==> src/cep_defines.svh <==
`ifndef CEP_DEFINES_SVH
`define CEP_DEFINES_SVH

// register byte offsets on the wishbone bus
`define CEP_ADR_CTRL     8'h00
`define CEP_ADR_MODE     8'h04
`define CEP_ADR_STATUS   8'h08
`define CEP_ADR_COUNT    8'h0C
`define CEP_ADR_FIFO     8'h10
`define CEP_ADR_LEVEL    8'h14

// ctrl fields
`define CEP_CTRL_ARM     0
`define CEP_CTRL_DISARM  1

// mode fields
`define CEP_MODE_FUNC_LO     0
`define CEP_MODE_FUNC_HI     2
`define CEP_MODE_SRC_FALL    4
`define CEP_MODE_SMP_FALL    5
`define CEP_MODE_PAUSE_EN    6
`define CEP_MODE_PAUSE_LOW   7
`define CEP_MODE_DIR_LO      8
`define CEP_MODE_DIR_HI      9
`define CEP_MODE_GATE_LOW    10
`define CEP_MODE_FIRST_LOW   11

// status fields
`define CEP_STAT_ARMED    0
`define CEP_STAT_DONE     1
`define CEP_STAT_OVERRUN  2
`define CEP_STAT_FIFO_OVF 3
`define CEP_STAT_EMPTY    4

`define CEP_MODE_RESET   32'h0000_0000
`define CEP_SYNC_STAGES  2

`endif

==> src/cep_pkg.sv <==
package cep_pkg;
   typedef enum logic [2:0] {
      CEP_FN_EDGE_DEMAND,
      CEP_FN_EDGE_SAMPLED,
      CEP_FN_PW_SINGLE,
      CEP_FN_PW_IMPLICIT,
      CEP_FN_PW_SAMPLED,
      CEP_FN_PULSE_IMPLICIT,
      CEP_FN_PULSE_SAMPLED,
      CEP_FN_PULSE_SINGLE
   } cep_func_t;

   typedef enum logic [1:0] {
      CEP_DIR_UP,
      CEP_DIR_DOWN,
      CEP_DIR_EXT,
      CEP_DIR_UP2
   } cep_dir_t;
endpackage : cep_pkg

==> src/cep_counter.sv <==
`timescale 1ns/100ps
`include "cep_defines.svh"
// Functional notes
// count selected source edges after arm
// software count read never disturbs counting
// pause active ignores source edges
// pause from gate, polarity selectable
// sample clock edge pushes count to fifo
// samples cumulative, sampling never clears count
// counting starts at arm, not sample edge
// sample clock edge polarity selectable
// direction up, down or by input
// pulse width counts while gate active
// armed in active gate waits next pulse
// single width stores once then stops
// implicit width stores every trailing edge
// sampled width stores last completed pulse
// no pulse between samples raises overrun
// pulse mode measures high and low times
// implicit pulse stores on every gate edge
// first edge select picks first phase
// sampled pulse stores high and low ticks
// fifo streamed out to host transfer engine
// count register 32 bits wide
// sample clock supplied from outside
// count wraps modulo register width
// inputs synchronised before edge detection
module cep_counter
   import cep_pkg::*;
#(
   parameter int WIDTH = 32,
   parameter int DEPTH = 16
) (
   input  wire logic        clock_i,
   input  wire logic        reset_i,
   input  wire logic [7:0]  wb_adr_i,
   input  wire logic [31:0] wb_dat_i,
   input  wire logic [3:0]  wb_sel_i,
   input  wire logic        wb_we_i,
   input  wire logic        wb_cyc_i,
   input  wire logic        wb_stb_i,
   output logic [31:0]      wb_dat_o,
   output logic             wb_ack_o,
   input  wire logic        source_i,
   input  wire logic        gate_i,
   input  wire logic        sample_clk_i,
   input  wire logic        dir_sel_i,
   output logic [WIDTH-1:0] stream_data_o,
   output logic             stream_valid_o,
   input  wire logic        stream_ready_i
);
   localparam int AW = $clog2(DEPTH);

   logic src_lvl, src_rise, src_fall;
   logic gate_lvl, gate_rise, gate_fall;
   logic smp_lvl, smp_rise, smp_fall;
   logic dir_lvl;


   cep_sync_edge u_src (.clock_i(clock_i), .reset_i(reset_i), .async_i(source_i),
                        .level_o(src_lvl), .rise_o(src_rise), .fall_o(src_fall));
   cep_sync_edge u_gate (.clock_i(clock_i), .reset_i(reset_i), .async_i(gate_i),
                         .level_o(gate_lvl), .rise_o(gate_rise), .fall_o(gate_fall));
   cep_sync_edge u_smp (.clock_i(clock_i), .reset_i(reset_i), .async_i(sample_clk_i),
                        .level_o(smp_lvl), .rise_o(smp_rise), .fall_o(smp_fall));
   cep_sync_edge u_dir (.clock_i(clock_i), .reset_i(reset_i), .async_i(dir_sel_i),
                        .level_o(dir_lvl), .rise_o(), .fall_o());

   // configuration
   logic [31:0] mode;
   cep_func_t   func;
   cep_dir_t    dir_cfg;
   logic        src_fall_sel, smp_fall_sel, pause_en, pause_low, gate_low, first_low;

   assign func         = cep_func_t'(mode[`CEP_MODE_FUNC_HI:`CEP_MODE_FUNC_LO]);
   assign dir_cfg      = cep_dir_t'(mode[`CEP_MODE_DIR_HI:`CEP_MODE_DIR_LO]);
   assign src_fall_sel = mode[`CEP_MODE_SRC_FALL];
   assign smp_fall_sel = mode[`CEP_MODE_SMP_FALL];
   assign pause_en     = mode[`CEP_MODE_PAUSE_EN];
   assign pause_low    = mode[`CEP_MODE_PAUSE_LOW];
   assign gate_low     = mode[`CEP_MODE_GATE_LOW];
   assign first_low    = mode[`CEP_MODE_FIRST_LOW];

   // event qualifiers
   logic src_edge, smp_edge, paused, act_lvl, act_start, act_end;
   logic first_start, edge_mode, pulse_mode, sampled_mode;
   assign src_edge   = src_fall_sel ? src_fall : src_rise;
   assign smp_edge   = smp_fall_sel ? smp_fall : smp_rise;
   assign paused     = pause_en & (pause_low ? ~gate_lvl : gate_lvl);
   assign act_lvl    = gate_low ? ~gate_lvl : gate_lvl;
   assign act_start  = gate_low ? gate_fall : gate_rise;
   assign act_end    = gate_low ? gate_rise : gate_fall;
   assign first_start = first_low ? gate_fall : gate_rise;
   assign edge_mode  = (func == CEP_FN_EDGE_DEMAND) | (func == CEP_FN_EDGE_SAMPLED);
   assign pulse_mode = (func == CEP_FN_PULSE_IMPLICIT) | (func == CEP_FN_PULSE_SAMPLED) |
                       (func == CEP_FN_PULSE_SINGLE);
   assign sampled_mode = (func == CEP_FN_PW_SAMPLED) | (func == CEP_FN_PULSE_SAMPLED);

   // bus strobes
   logic bus_req, wr_ctrl, wr_mode, rd_fifo, wr_stat;
   assign bus_req = wb_cyc_i & wb_stb_i & ~wb_ack_o;
   assign wr_ctrl = bus_req & wb_we_i & (wb_adr_i == `CEP_ADR_CTRL) & wb_sel_i[0];
   assign wr_mode = bus_req & wb_we_i & (wb_adr_i == `CEP_ADR_MODE);
   assign wr_stat = bus_req & wb_we_i & (wb_adr_i == `CEP_ADR_STATUS) & wb_sel_i[0];
   assign rd_fifo = bus_req & ~wb_we_i & (wb_adr_i == `CEP_ADR_FIFO);

   logic arm_cmd, disarm_cmd;
   assign arm_cmd    = wr_ctrl & wb_dat_i[`CEP_CTRL_ARM];
   assign disarm_cmd = wr_ctrl & wb_dat_i[`CEP_CTRL_DISARM];

   // measurement state
   typedef enum logic [1:0] {CEP_IDLE, CEP_WAIT, CEP_RUN, CEP_DONE} cep_state_t;
   cep_state_t state;
   logic [WIDTH-1:0] count;
   logic [WIDTH-1:0] hi_ticks, lo_ticks;
   logic             have_pulse, phase_hi, overrun;

   logic push_a, push_b;
   logic [WIDTH-1:0] push_a_data, push_b_data;

   always_ff @(posedge clock_i or posedge reset_i) begin
      if (reset_i) begin
         mode <= `CEP_MODE_RESET;
      end else if (wr_mode) begin
         for (int b = 0; b < 4; b++) begin
            if (wb_sel_i[b]) begin
               mode[b*8 +: 8] <= wb_dat_i[b*8 +: 8];
            end
         end
      end
   end

   // arm / run sequencing
   always_ff @(posedge clock_i or posedge reset_i) begin
      if (reset_i) begin
         state <= CEP_IDLE;
      end else if (disarm_cmd) begin
         state <= CEP_IDLE;
      end else if (arm_cmd) begin
         state <= edge_mode ? CEP_RUN : CEP_WAIT;
      end else begin
         unique case (state)
            CEP_IDLE: state <= CEP_IDLE;
            CEP_WAIT: begin
               if (pulse_mode ? first_start : act_start) begin
                  state <= CEP_RUN;
               end
            end
            CEP_RUN: begin
               if (func == CEP_FN_PW_SINGLE && act_end) begin
                  state <= CEP_DONE;
               end else if (func == CEP_FN_PULSE_SINGLE && phase_hi == first_low
                            && (gate_rise | gate_fall)) begin
                  state <= CEP_DONE;
               end
            end
            CEP_DONE: state <= CEP_DONE;
         endcase
      end
   end

   // running count
   logic [WIDTH-1:0] step_val;
   logic             down;
   always_comb begin
      unique case (dir_cfg)
         CEP_DIR_DOWN: down = 1'b1;
         CEP_DIR_EXT:  down = ~dir_lvl;
         default:      down = 1'b0;
      endcase
   end

   assign step_val = down ? count - WIDTH'(1) : count + WIDTH'(1);

   logic gate_edge_run;
   assign gate_edge_run = (state == CEP_RUN) & (pulse_mode ? (gate_rise | gate_fall) : act_end);

   always_ff @(posedge clock_i or posedge reset_i) begin
      if (reset_i) begin
         count <= '0;
      end else if (arm_cmd) begin
         count <= '0;
      end else if (state == CEP_RUN) begin
         if (edge_mode) begin
            if (src_edge && !paused) begin
               count <= step_val;
            end
         end else if (gate_edge_run) begin
            count <= '0;
         end else if (src_edge && (pulse_mode || act_lvl)) begin
            count <= count + WIDTH'(1);
         end
      end
   end

   // phase tracking for pulse mode: phase_hi means the high time is running
   always_ff @(posedge clock_i or posedge reset_i) begin
      if (reset_i) begin
         phase_hi <= 1'b0;
      end else if (state == CEP_WAIT && first_start) begin
         phase_hi <= ~first_low;
      end else if (gate_edge_run) begin
         phase_hi <= ~phase_hi;
      end
   end

   // completed pulse record for sampled modes
   always_ff @(posedge clock_i or posedge reset_i) begin
      if (reset_i) begin
         hi_ticks   <= '0;
         lo_ticks   <= '0;
         have_pulse <= 1'b0;
      end else if (arm_cmd) begin
         have_pulse <= 1'b0;
      end else begin
         if (gate_edge_run && pulse_mode) begin
            if (phase_hi) begin
               hi_ticks <= count;
            end else begin
               lo_ticks <= count;
            end
         end else if (gate_edge_run) begin
            hi_ticks <= count;
         end
         // a pulse completes when its trailing phase closes; set wins over the sample clear
         if (gate_edge_run && (!pulse_mode || phase_hi == first_low)) begin
            have_pulse <= 1'b1;
         end else if (smp_edge && state == CEP_RUN && sampled_mode) begin
            have_pulse <= 1'b0;
         end
      end
   end

   always_ff @(posedge clock_i or posedge reset_i) begin
      if (reset_i) begin
         overrun <= 1'b0;
      end else if (smp_edge && state == CEP_RUN && sampled_mode && !have_pulse) begin
         overrun <= 1'b1;
      end else if (arm_cmd || (wr_stat && wb_dat_i[`CEP_STAT_OVERRUN])) begin
         overrun <= 1'b0;
      end
   end

   // fifo push selection
   always_comb begin
      push_a      = 1'b0;
      push_b      = 1'b0;
      push_a_data = count;
      push_b_data = '0;
      if (state == CEP_RUN) begin
         unique case (func)
            CEP_FN_EDGE_SAMPLED: push_a = smp_edge;
            CEP_FN_PW_SINGLE, CEP_FN_PW_IMPLICIT: push_a = act_end;
            CEP_FN_PULSE_IMPLICIT, CEP_FN_PULSE_SINGLE: push_a = gate_edge_run;
            CEP_FN_PW_SAMPLED: begin
               push_a      = smp_edge & have_pulse;
               push_a_data = hi_ticks;
            end
            CEP_FN_PULSE_SAMPLED: begin
               push_a      = smp_edge & have_pulse;
               push_b      = smp_edge & have_pulse;
               push_a_data = hi_ticks;
               push_b_data = lo_ticks;
            end
            default: push_a = 1'b0;
         endcase
      end
   end

   // counter fifo, drained by the stream port or by bus reads
   logic [WIDTH-1:0] mem [DEPTH];
   logic [AW-1:0]    wr_ptr, rd_ptr;
   logic [AW:0]      level;
   logic             fifo_ovf, pop;
   logic [1:0]       n_push;
   logic [AW:0]      room;
   assign pop    = (level != '0) & (stream_ready_i | rd_fifo);
   assign room   = (AW+1)'(DEPTH) - level + (AW+1)'(pop);
   assign n_push = (push_a && room != '0) ? ((push_b && room > (AW+1)'(1)) ? 2'd2 : 2'd1)
                                          : 2'd0;

   always_ff @(posedge clock_i or posedge reset_i) begin
      if (reset_i) begin
         wr_ptr <= '0;
         rd_ptr <= '0;
         level  <= '0;
      end else if (arm_cmd) begin
         wr_ptr <= '0;
         rd_ptr <= '0;
         level  <= '0;
      end else begin
         if (n_push != 2'd0) begin
            mem[wr_ptr] <= push_a_data;
         end
         if (n_push == 2'd2) begin
            mem[AW'(wr_ptr + AW'(1))] <= push_b_data;
         end
         wr_ptr <= AW'(wr_ptr + AW'(n_push));
         rd_ptr <= AW'(rd_ptr + AW'(pop));
         level  <= level + (AW+1)'(n_push) - (AW+1)'(pop);
      end
   end

   always_ff @(posedge clock_i or posedge reset_i) begin
      if (reset_i) begin
         fifo_ovf <= 1'b0;
      end else if ((push_a || push_b) && n_push != {1'b0, push_a} + {1'b0, push_b}) begin
         fifo_ovf <= 1'b1;
      end else if (arm_cmd || (wr_stat && wb_dat_i[`CEP_STAT_FIFO_OVF])) begin
         fifo_ovf <= 1'b0;
      end
   end

   assign stream_valid_o = (level != '0);
   assign stream_data_o  = mem[rd_ptr];

   // wishbone read and ack
   logic [31:0] next_rdata;
   always_comb begin
      next_rdata = 32'h0000_0000;
      unique case (wb_adr_i)
         `CEP_ADR_MODE:   next_rdata = mode;
         `CEP_ADR_STATUS: begin
            next_rdata[`CEP_STAT_ARMED]    = (state != CEP_IDLE);
            next_rdata[`CEP_STAT_DONE]     = (state == CEP_DONE);
            next_rdata[`CEP_STAT_OVERRUN]  = overrun;
            next_rdata[`CEP_STAT_FIFO_OVF] = fifo_ovf;
            next_rdata[`CEP_STAT_EMPTY]    = (level == '0);
         end
         `CEP_ADR_COUNT:  next_rdata = 32'(count);
         `CEP_ADR_FIFO:   next_rdata = (level != '0) ? 32'(mem[rd_ptr]) : 32'h0000_0000;
         `CEP_ADR_LEVEL:  next_rdata = 32'(level);
         default:         next_rdata = 32'h0000_0000;
      endcase
   end

   always_ff @(posedge clock_i or posedge reset_i) begin
      if (reset_i) begin
         wb_ack_o <= 1'b0;
         wb_dat_o <= 32'h0000_0000;
      end else begin
         wb_ack_o <= bus_req;
         if (bus_req && !wb_we_i) begin
            wb_dat_o <= next_rdata;
         end
      end
   end
endmodule : cep_counter

==> src/cep_sync_edge.sv <==
`timescale 1ns/100ps
// two-flop synchroniser with edge detection on the settled copy
module cep_sync_edge (
   input  wire logic clock_i,
   input  wire logic reset_i,
   input  wire logic async_i,
   output logic      level_o,
   output logic      rise_o,
   output logic      fall_o
);
   logic meta;
   logic settled;
   logic prev;

   always_ff @(posedge clock_i or posedge reset_i) begin
      if (reset_i) begin
         meta    <= 1'b0;
         settled <= 1'b0;
         prev    <= 1'b0;
      end else begin
         meta    <= async_i;
         settled <= meta;
         prev    <= settled;
      end
   end

   assign level_o = settled;
   assign rise_o  = settled & ~prev;
   assign fall_o  = ~settled & prev;
endmodule : cep_sync_edge

==> config.mk <==
export PLATFORM = sky130hd
export DESIGN_NAME = cep_counter
export DESIGN_NICKNAME = d
export VERILOG_FILES = /design/src/cep_pkg.sv /design/src/cep_counter.sv /design/src/cep_sync_edge.sv
export VERILOG_INCLUDE_DIRS = /design/src /design/src/src
export SDC_FILE = /design/constraint.sdc
export NUM_CORES = 1
export LEC_CHECK = 0
export BUFFER_PORTS_ARGS = -buffer_cell sky130_fd_sc_hd__clkbuf_2
export CORE_ASPECT_RATIO = 1.1
export CORE_MARGIN = 3
export CORE_UTILIZATION = 63
export DETAILED_ROUTE_END_ITERATION = 10
export PLACE_DENSITY = 0.81
export SETUP_SLACK_MARGIN = 0.3
export SYNTH_ARGS = -nofsm -noshare
export SYNTH_HDL_FRONTEND = slang
export SYNTH_SLANG_ARGS = --single-unit
==> constraint.sdc <==
create_clock -name clock_i -period 8.85 [get_ports clock_i]
set_clock_uncertainty 0.15 [all_clocks]
set_input_delay 0.4425 -clock clock_i [delete_from_list [all_inputs] [get_ports clock_i]]
set_output_delay 0.4425 -clock clock_i [all_outputs]
set_load 0.02 [all_outputs]
; Word level (Yosys, flattened, before mapping)
; Memories as Yosys holds them, arrays and structs flattened.
; Cells that the tools add are included.
[totals]
register_bits = 191
ramBits = 512
in_bits = 54
output_inout_bits = 66
word_cells = 217
memories = 1
[classes]
n_addsub = 10
order_cmp = 1
eq_ne = 24
n_mux = 58
bitwise_logic = 40
n_reduce_logical = 55
[mem_list]
columns = memory, depth, width, rd, rd_clocked_by_memory_dff, wr, line_no
row1 = mem, 16, 32, 1, 0, 2, cep_counter.sv:271  ; logic [WIDTH-1:0] mem [DEPTH];
[op_table]
columns = op, n
row1 = two-way mux 32 bit, 15
row2 = case mux 27 bit (3 select lines), 1
row3 = "adder 32 x 1 -> 32 bit, second input constant", 1
row4 = "subtractor 32 x 1 -> 32 bit, second input constant", 1
row5 = two-way mux 1 bit, 27
row6 = case mux 5 bit (5 select lines), 1
row7 = bitwise AND 1 bit, 22
row8 = logical AND 1 bit, 19
row9 = "== test 8 x 4 -> 1 bit, second input constant", 2
row10 = "== test 8 x 5 -> 1 bit, second input constant", 2
row11 = two-way mux 2 bit, 8
row12 = nonzero test 2 bit, 7
row13 = "== test 3 bit, second input constant", 4
row14 = inverter 1 bit, 12
row15 = AND reduction 2 bit, 5
row16 = nonzero test 5 bit, 2
row17 = AND reduction 3 bit, 3
row18 = "== test 2 bit, second input constant", 4
row19 = "== test 8 x 3 -> 1 bit, second input constant", 1
row20 = logical NOT 8 bit, 1
row21 = two-way mux 4 bit, 2
row22 = case mux 2 bit (4 select lines), 1
row23 = "== test 3 x 2 -> 1 bit, second input constant", 2
row24 = bitwise OR 1 bit, 6
row25 = other kinds (28), 39

; Logic depth before layout (Yosys ltp)
; Gate-level depths: netlist of run 1.
[depth]
word_depth = 16
ltp_mapped = 25
depth_no_buf = 23

; By module
; From an unflattened synthesis of run 1, not the netlist that was laid out.
[unflattened]
cells_unflattened = 3063
hier_area_um2 = 35504.1
[by_module_without_submodules]
columns = mod, instances, cells_per_inst, area_each_um2, seq_area_each_um2
row1 = cep_counter, 1, 3039, 35128.7, 19879.1
row2 = cep_sync_edge, 4, 6, 93.8, 75.1

; Least setup slack after synthesis of run 1
; OpenSTA, ideal clock, no wires.
[synth_timing]
path_kind = reg-to-reg
from = reg level[2]
to = mem mem[4][0], enable pin
setup_time_ns = 0.468
t_arrival_ns = 5.858
required_time_ns = 8.232
path_slack_ns = 2.375
stages_incl_launch_ff = 16
n_path_buf = 3
period_less_slack_ns = 6.475
path_cell_list = dfrtp_1 inv_1 ha_1 or4b_2 and4_1 clkbuf_1 clkbuf_1 a22oi_1 ha_1 inv_1 ha_1 a31oi_2 o31ai_2 buf_2 o31ai_1 nor3b_1
[synth_rtl]
columns = element, line_no
row1 = start: declaration, cep_counter.sv:273  ; logic [AW:0] level;
row2 = start signal: assignment, cep_counter.sv:300  ; level <= level + (AW+1)'(n_push) - (AW+1)'(pop);
row3 = end: declaration, cep_counter.sv:271

; Worst setup path in the final report of run 1
[layout_timing]
from = reg level[2]
to = reg level[4]
[layout_via]
elab_chain_len = 10
word_cells_on_any_way = 13
classes_between = add/sub (4) / order compare (1) / mux (3) / bitwise (1) / reduce/logical (4)
[layout_lines]
columns = element, line_no
row1 = branches (longest 8 deep; another with subtractor 5 bit), --
row2 = subtractor 5 x 1 -> 5 bit (*), cep_counter.sv:300
row3 = two-way mux 5 bit (*), cep_counter.sv:287  ; end else if (arm_cmd) begin
; Every way passes the cells marked *.
; A chain may end at the register's enable or synchronous reset.

==> results of run 1 <==
==> logic make-up (layout without fill, tap and decap cells) <==
logic type                 Yosys count  in the layout  share of synthesized area
DFF                                703            703                      0.564
buffers and inverters              267            388                     0.0377
adders and majority gates           23             23                    0.00848
AOI/OAI and AO/OA                  226            226                     0.0378
and+or+nand+nor                    358            358                     0.0568
xor gates and xnor gates            14             14                    0.00343
muxes                              831            831                      0.291
==> cell usage in the layout (no fill, tap or decap), types with 50 or more instances in the layout <==
master	synthesis	final
o21ai_0	50	50
edfxtp_1	512	512
mux2i_1	578	570
nand2_1	80	80
a21oi_1	89	88
clkbuf_16	0	76
mux2_2	96	96
dfrtp_1	191	187
clkbuf_2	0	119
buf_4	19	74
nor2_1	111	97
mux4_2	157	157
==> per-stage QoR <==
stage / setup slack, ns / power [mW]
global placement: 3.33 / 6.03
detailed placement: 3.22 / 6.06
floorplan: 2.37 / 5.37
finish: 3.19 / 9.03
CTS: 3.20 / 9.03
global route: 2.86 / 9.33
==> state kept, by name (all words and copies together) (netlist names), 2 cells and up <==
register and cells:
mode 32, state 2, wr_ptr 4, lo_ticks 32
mem 512, wb_dat_o 32, rd_ptr 4, count 32
hi_ticks 32, level 5
==> area by class of cell <==
| class | instances | area [µm²] |
|---|---|---|
| fillers | 3569 | 16000 |
| inverters | 33 | 131 |
| clock inverters | 24 | 239 |
| multi-input cells | 1452 | 14400 |
| clock buffers | 100 | 2040 |
| well taps | 736 | 921 |
| flip-flops and latches | 703 | 20200 |
| repair buffers | 231 | 1540 |
==> critical path, cell delays in order (launching register included) <==
cell     delay [ns]
dfrtp_1        0.43
inv_1          0.14
ha_1           0.20
or4b_2         0.66
and4_1         0.25
a22oi_1        0.24
ha_1           0.22
inv_1          0.05
ha_1           0.20
nor3b_1        0.22
a31oi_2        0.09
o31ai_4        0.17
buf_4          0.46
inv_1          0.23
or3_1          0.36
ha_1           0.29
inv_1          0.04
ha_1           0.18
inv_1          0.08
fa_1           0.21
inv_1          0.05
a21oi_1        0.12
nor2_1         0.06
or3_1          0.34
a21oi_1        0.15
==> path summary, 6_finish.rpt <==
kind / startpoint / end / slack [ns] / cells past startpoint
setup / recovery: level[2] / level[4] / 3.19 / 24
hold reg to reg: u_gate.meta / u_gate.level_o / 0.20 / 0
setup reg to reg: level[2] / level[4] / 3.19 / 24
max in group asynchronous: reset_i / hi_ticks[31] / 6.50 / 4
hold / removal: wb_cyc_i / wb_ack_o / 0.05 / 2
min in group asynchronous: reset_i / wr_ptr[0] / 0.45 / 3
==> layer usage <==
metal	vias up	wire length (µm)	GRT usage
met4	2	3300	0.121
met2	1187	46100	0.519
li1	9448	-	-
met1	11474	34400	0.422
met3	230	9330	0.0658
met5	-	13	0
==> report_power, final <==
group / leakage, nW / internal [mW] / switching (mW)
registers: 6.76 / 3.67 / 0.198
logic: 5.42 / 0.896 / 1.27
clock network: 1.12 / 1.73 / 1.26
total: 13.3 / 6.30 / 2.73
==> impl_metrics.ini, run 1 <==
[status]
status = finished, final reports clean

[logic_synthesis]
synth_seq_cells = 703
syn_area_mm2 = 0.0357
yosysMostFrequentCell = mux2i_1
syn_avg_cell_area_um2 = 14.7
synthTopCellsByArea = edfxtp_1 (43%), mux2i_1 (16%), dfrtp_1 (13%)
netlist_top_cells_count = mux2i_1 (578), edfxtp_1 (512), dfrtp_1 (191)
yosys_most_used_dff = edfxtp_1
async_flop_share = 0.272
synth_nets = 2499
synth_top_area_frac = 0.431
synth-edff-count = 512
synth.distinct_cells = 68
yosysWarnings = 0
synth_top_cell_by_area = edfxtp_1
synthCells = 2422
ys_seq_area_frac = 0.564

[clocking]
hold_buffers = 37
htreeDepth = 3
ctsResizeCount = 0
postCtsSetupBuffers = 0
cts_tree = yes
cts_buffer_depth = 3
clock-sinks = 703
clk_pin_slew_ns = 0.06
clkLatencyLatePin_ns = 0.62
cts_buffers = 71
cts_root_buf = clkbuf_16

[flow_run]
maxCapViolCount = 0

[detailed_routing]
ant_nets = 0
drt-vias-per-instance = 6.81
vias = 22341
drc = 0
wl_per_cell_um = 28.4
dr.pass1.iters = 5
wl_um = 93200
drtIter0Drc = 2489

[floorplan]
ios = 120
die_w_um = 233
rows = 90
die_h_um = 256
die_area_mm2 = 0.0596
initial_core_util = 0.645
coreArea_mm2 = 0.0554

[sta]
hold_ws_ns = 0.0492
tns_ns = 0
hold_viol = 0
post-route-min-period_ns = 5.66
min_period_over_period = 0.639
timing.fmax_mhz = 177
drv_slew = 0
max_slew_margin = 0.0535
finalSetupViolations = 0
tightest_slew_ns = 1.41
rsz0062_at_grt = no

[critical_path]
setup.worst_path.start_class = flip-flop
critPathKind = reg2reg
arrival_ns = 6.03
cp_max_fo = 23
crit_path_end_kind = flip-flop
cp_data_required_time_ns = 9.23

[global_routing]
grt_max_degree = 116
grt_pass1_vias = 23047
grt_first_pass_wirelength_um = 142000
gr-total-overflow = 0
grt_util_all_layers = 0.317
antenna_found_initial = 1

[power]
p_leak_nw = 13.3
powerDensity_mw_per_mm2 = 229
peakVddDrop_v = 0.000219

[layout]
fin_area_mm2 = 0.0394
finish.utilization = 0.712
final_nets = 2569
areaGrowthSynthToFinish_pct = 10.4
diodes = 0
drive_gt1_frac = 0.243
finalNonFillerCells = 3279

[placement]
port_buffers = 119
dp_cells = 3117
place_congestion = 0.955
place_area_mm2 = 0.0368
hpwl_um = 56900

[hold_path]
holdCritPathClass = in2reg
No activity file was read; power rests on OpenSTA's default activity.
==> inputs of run 2 (changes only) <==
- ABC_AREA: unset -> 1
- CORE_UTILIZATION: 63 -> 57
- PLACE_DENSITY: 0.81 -> 0.77
- clock period: 8.85 -> 4.76 ns (I/O delays scaled with it)
==> impl_metrics.ini, run 2 <==
[detailed_routing]
wl_um = 119000
drtIter0Drc = 4409
drc = 0
drt-vias-per-instance = 6.28
vias = 31682
ant_nets = 0
dr.pass1.iters = 6
wl_per_cell_um = 23.6

[floorplan]
ios = 120
die_w_um = 247
die_area_mm2 = 0.0670
initial_core_util = 0.580
rows = 96
coreArea_mm2 = 0.0628
die_h_um = 271

[critical_path]
reg2reg_slack_ns = 0.60
setup.worst_path.start_class = flip-flop
critPathKind = reg2reg
arrival_ns = 4.52
crit_path_end_kind = flip-flop
cp_data_required_time_ns = 5.12
cp_max_fo = 4

[power]
peakVddDrop_v = 0.000677
powerDensity_mw_per_mm2 = 452
p_leak_nw = 14.8

[global_routing]
grt_max_degree = 189
gr-total-overflow = 0
grt_first_pass_wirelength_um = 179000
grt_util_all_layers = 0.354
antenna_found_initial = 3
grt_pass1_vias = 30227

[placement]
port_buffers = 119
place_congestion = 0.941
dp_cells = 4838
hpwl_um = 69800

[layout]
multi_input_area_mm2 = 0.0141
mostFrequentLayoutCells = nand2_1 (1022), o21ai_0 (742), edfxtp_1 (512)
final_nets = 4228
finish.utilization = 0.651
finalNonFillerCells = 5046
drive_gt1_frac = 0.0993
regArea_mm2 = 0.0202
largest_register = mem
final_common_cell = nand2_1
areaGrowthSynthToFinish_pct = 12.3
largest_reg_flops = 512
n_fill_cell = 4914

[clocking]
clk_pin_slew_ns = 0.06
clkLatencyLatePin_ns = 0.63
cts_tree = yes
clock-sinks = 703
cts_buffers = 71
htreeDepth = 3
cts_buffer_depth = 3
cts_root_buf = clkbuf_16

[hold_path]
holdCritPathClass = in2reg

[sta]
min_period_over_period = 0.874
tightest_slew_ns = 1.18
hold_viol = 0
max_slew_margin = 0.211
timing.fmax_mhz = 240
drv_slew = 0
rsz0062_at_grt = no
post-route-min-period_ns = 4.16
finalSetupViolations = 0

[logic_synthesis]
synth-edff-count = 512
netlist_top_cells_count = nand2_1 (1024), o21ai_0 (756), edfxtp_1 (512)
synth.distinct_cells = 51
synthTopCellsByArea = edfxtp_1 (42%), dfrtp_1 (13%), nand2_1 (11%)
synthCells = 4138
yosys_most_used_dff = edfxtp_1
synth_top_area_frac = 0.422
synth_nets = 4215
yosysWarnings = 0
syn_area_mm2 = 0.0364
synth_top_cell_by_area = edfxtp_1
yosysMostFrequentCell = nand2_1
synth_seq_cells = 703
syn_avg_cell_area_um2 = 8.80
ys_seq_area_frac = 0.553
async_flop_share = 0.272

[status]
status = finished, final reports clean

[flow_run]
maxCapViolCount = 0
## run 2: cell count changes after synthesis, sizes merged, moves of 157 or more
cell,change
mux2i,-577
o21ai,+869
nor2,+266
inv,+208
nand2,+946
mux4,-157
## run 2: logic make-up after synthesis
family                     synth area share
muxes                               0.00429
xor gates and xnor gates            0.00625
DFF                                   0.553
and+or+nand+nor                       0.178
adders and majority gates           0.00831
buffers and inverters                0.0670
AOI/OAI and AO/OA                     0.183
## run 2: worst max-delay path, stage by stage (launching register included)
cell,delay [ns]
dfrtp_1,0.37
inv_1,0.13
ha_2,0.23
nand3_2,0.10
nand2_1,0.10
o21a_1,0.14
ha_1,0.14
inv_1,0.05
ha_2,0.19
or2_2,0.27
nand3b_1,0.10
nor2_2,0.05
nand3_1,0.14
nand4_1,0.19
ha_1,0.33
inv_1,0.05
ha_1,0.15
inv_1,0.06
fa_1,0.44
or2_2,0.31
nand2_1,0.06
a21oi_1,0.07
xor2_1,0.14
nand2_1,0.06
inv_1,0.04
## run 2: layout make-up
cell class | instances | area share
sequential | 703 | 0.493
multi-input combinational | 2857 | 0.344
timing repair buffer | 270 | 0.0560
clock buffer | 104 | 0.0508
tap | 833 | 0.0255
inverter | 248 | 0.0231
clock inverter | 28 | 0.00752
antenna | 3 | 0.000183
## run 2: worst paths after layout
path	start	end	cells past startpoint
setup / recovery	level[2]	level[4]	24
hold / removal	wb_sel_i[1]	mode[12]	3
setup reg to reg	level[2]	level[4]	24
hold reg to reg	u_dir.meta	u_dir.level_o	0
max in group asynchronous	reset_i	level[3]	5
min in group asynchronous	reset_i	rd_ptr[2]	4
## run 2: through the flow
step	hold WS, ns	total power, mW	worst slack, ns	setup TNS [ns]	area, µm²
2_1_floorplan	0.119	10.5	-0.256	-78.18	36600
3_3_place_gp	0.184	12.5	0.314	0	37800
3_5_place_dp	0.186	12.5	0.295	0	37800
4_1_cts	0.0154	18.3	0.300	0	40700
5_1_grt	0.0485	19.1	0.308	0	40900
6_report	0.0471	18.5	0.602	0	40900
## run 2: routing by layer
metal	track usage	wire, µm	part of all wire
met1	0.452	41500	0.35
met2	0.554	54600	0.46
met3	0.0885	16000	0.13
met4	0.195	7220	0.061
met5	0	16	0.00013
## run 2: repair_timing
| item | CTS | global route |
|---|---|---|
| pin swaps | 3 | 7 |
| resized for setup | 0 | 5 |
| hold buffers | 40 | 0 |
| setup buffers | 6 | 27 |
| endpoints found under the setup margin | 24 | 197 |
| hold endpoints to repair | 163 | 0 |
## run 2: power by group
part | internal, mW | switching [mW]
combinational | 1.44 | 4.25
sequential | 6.77 | 0.202
clock | 3.37 | 2.44
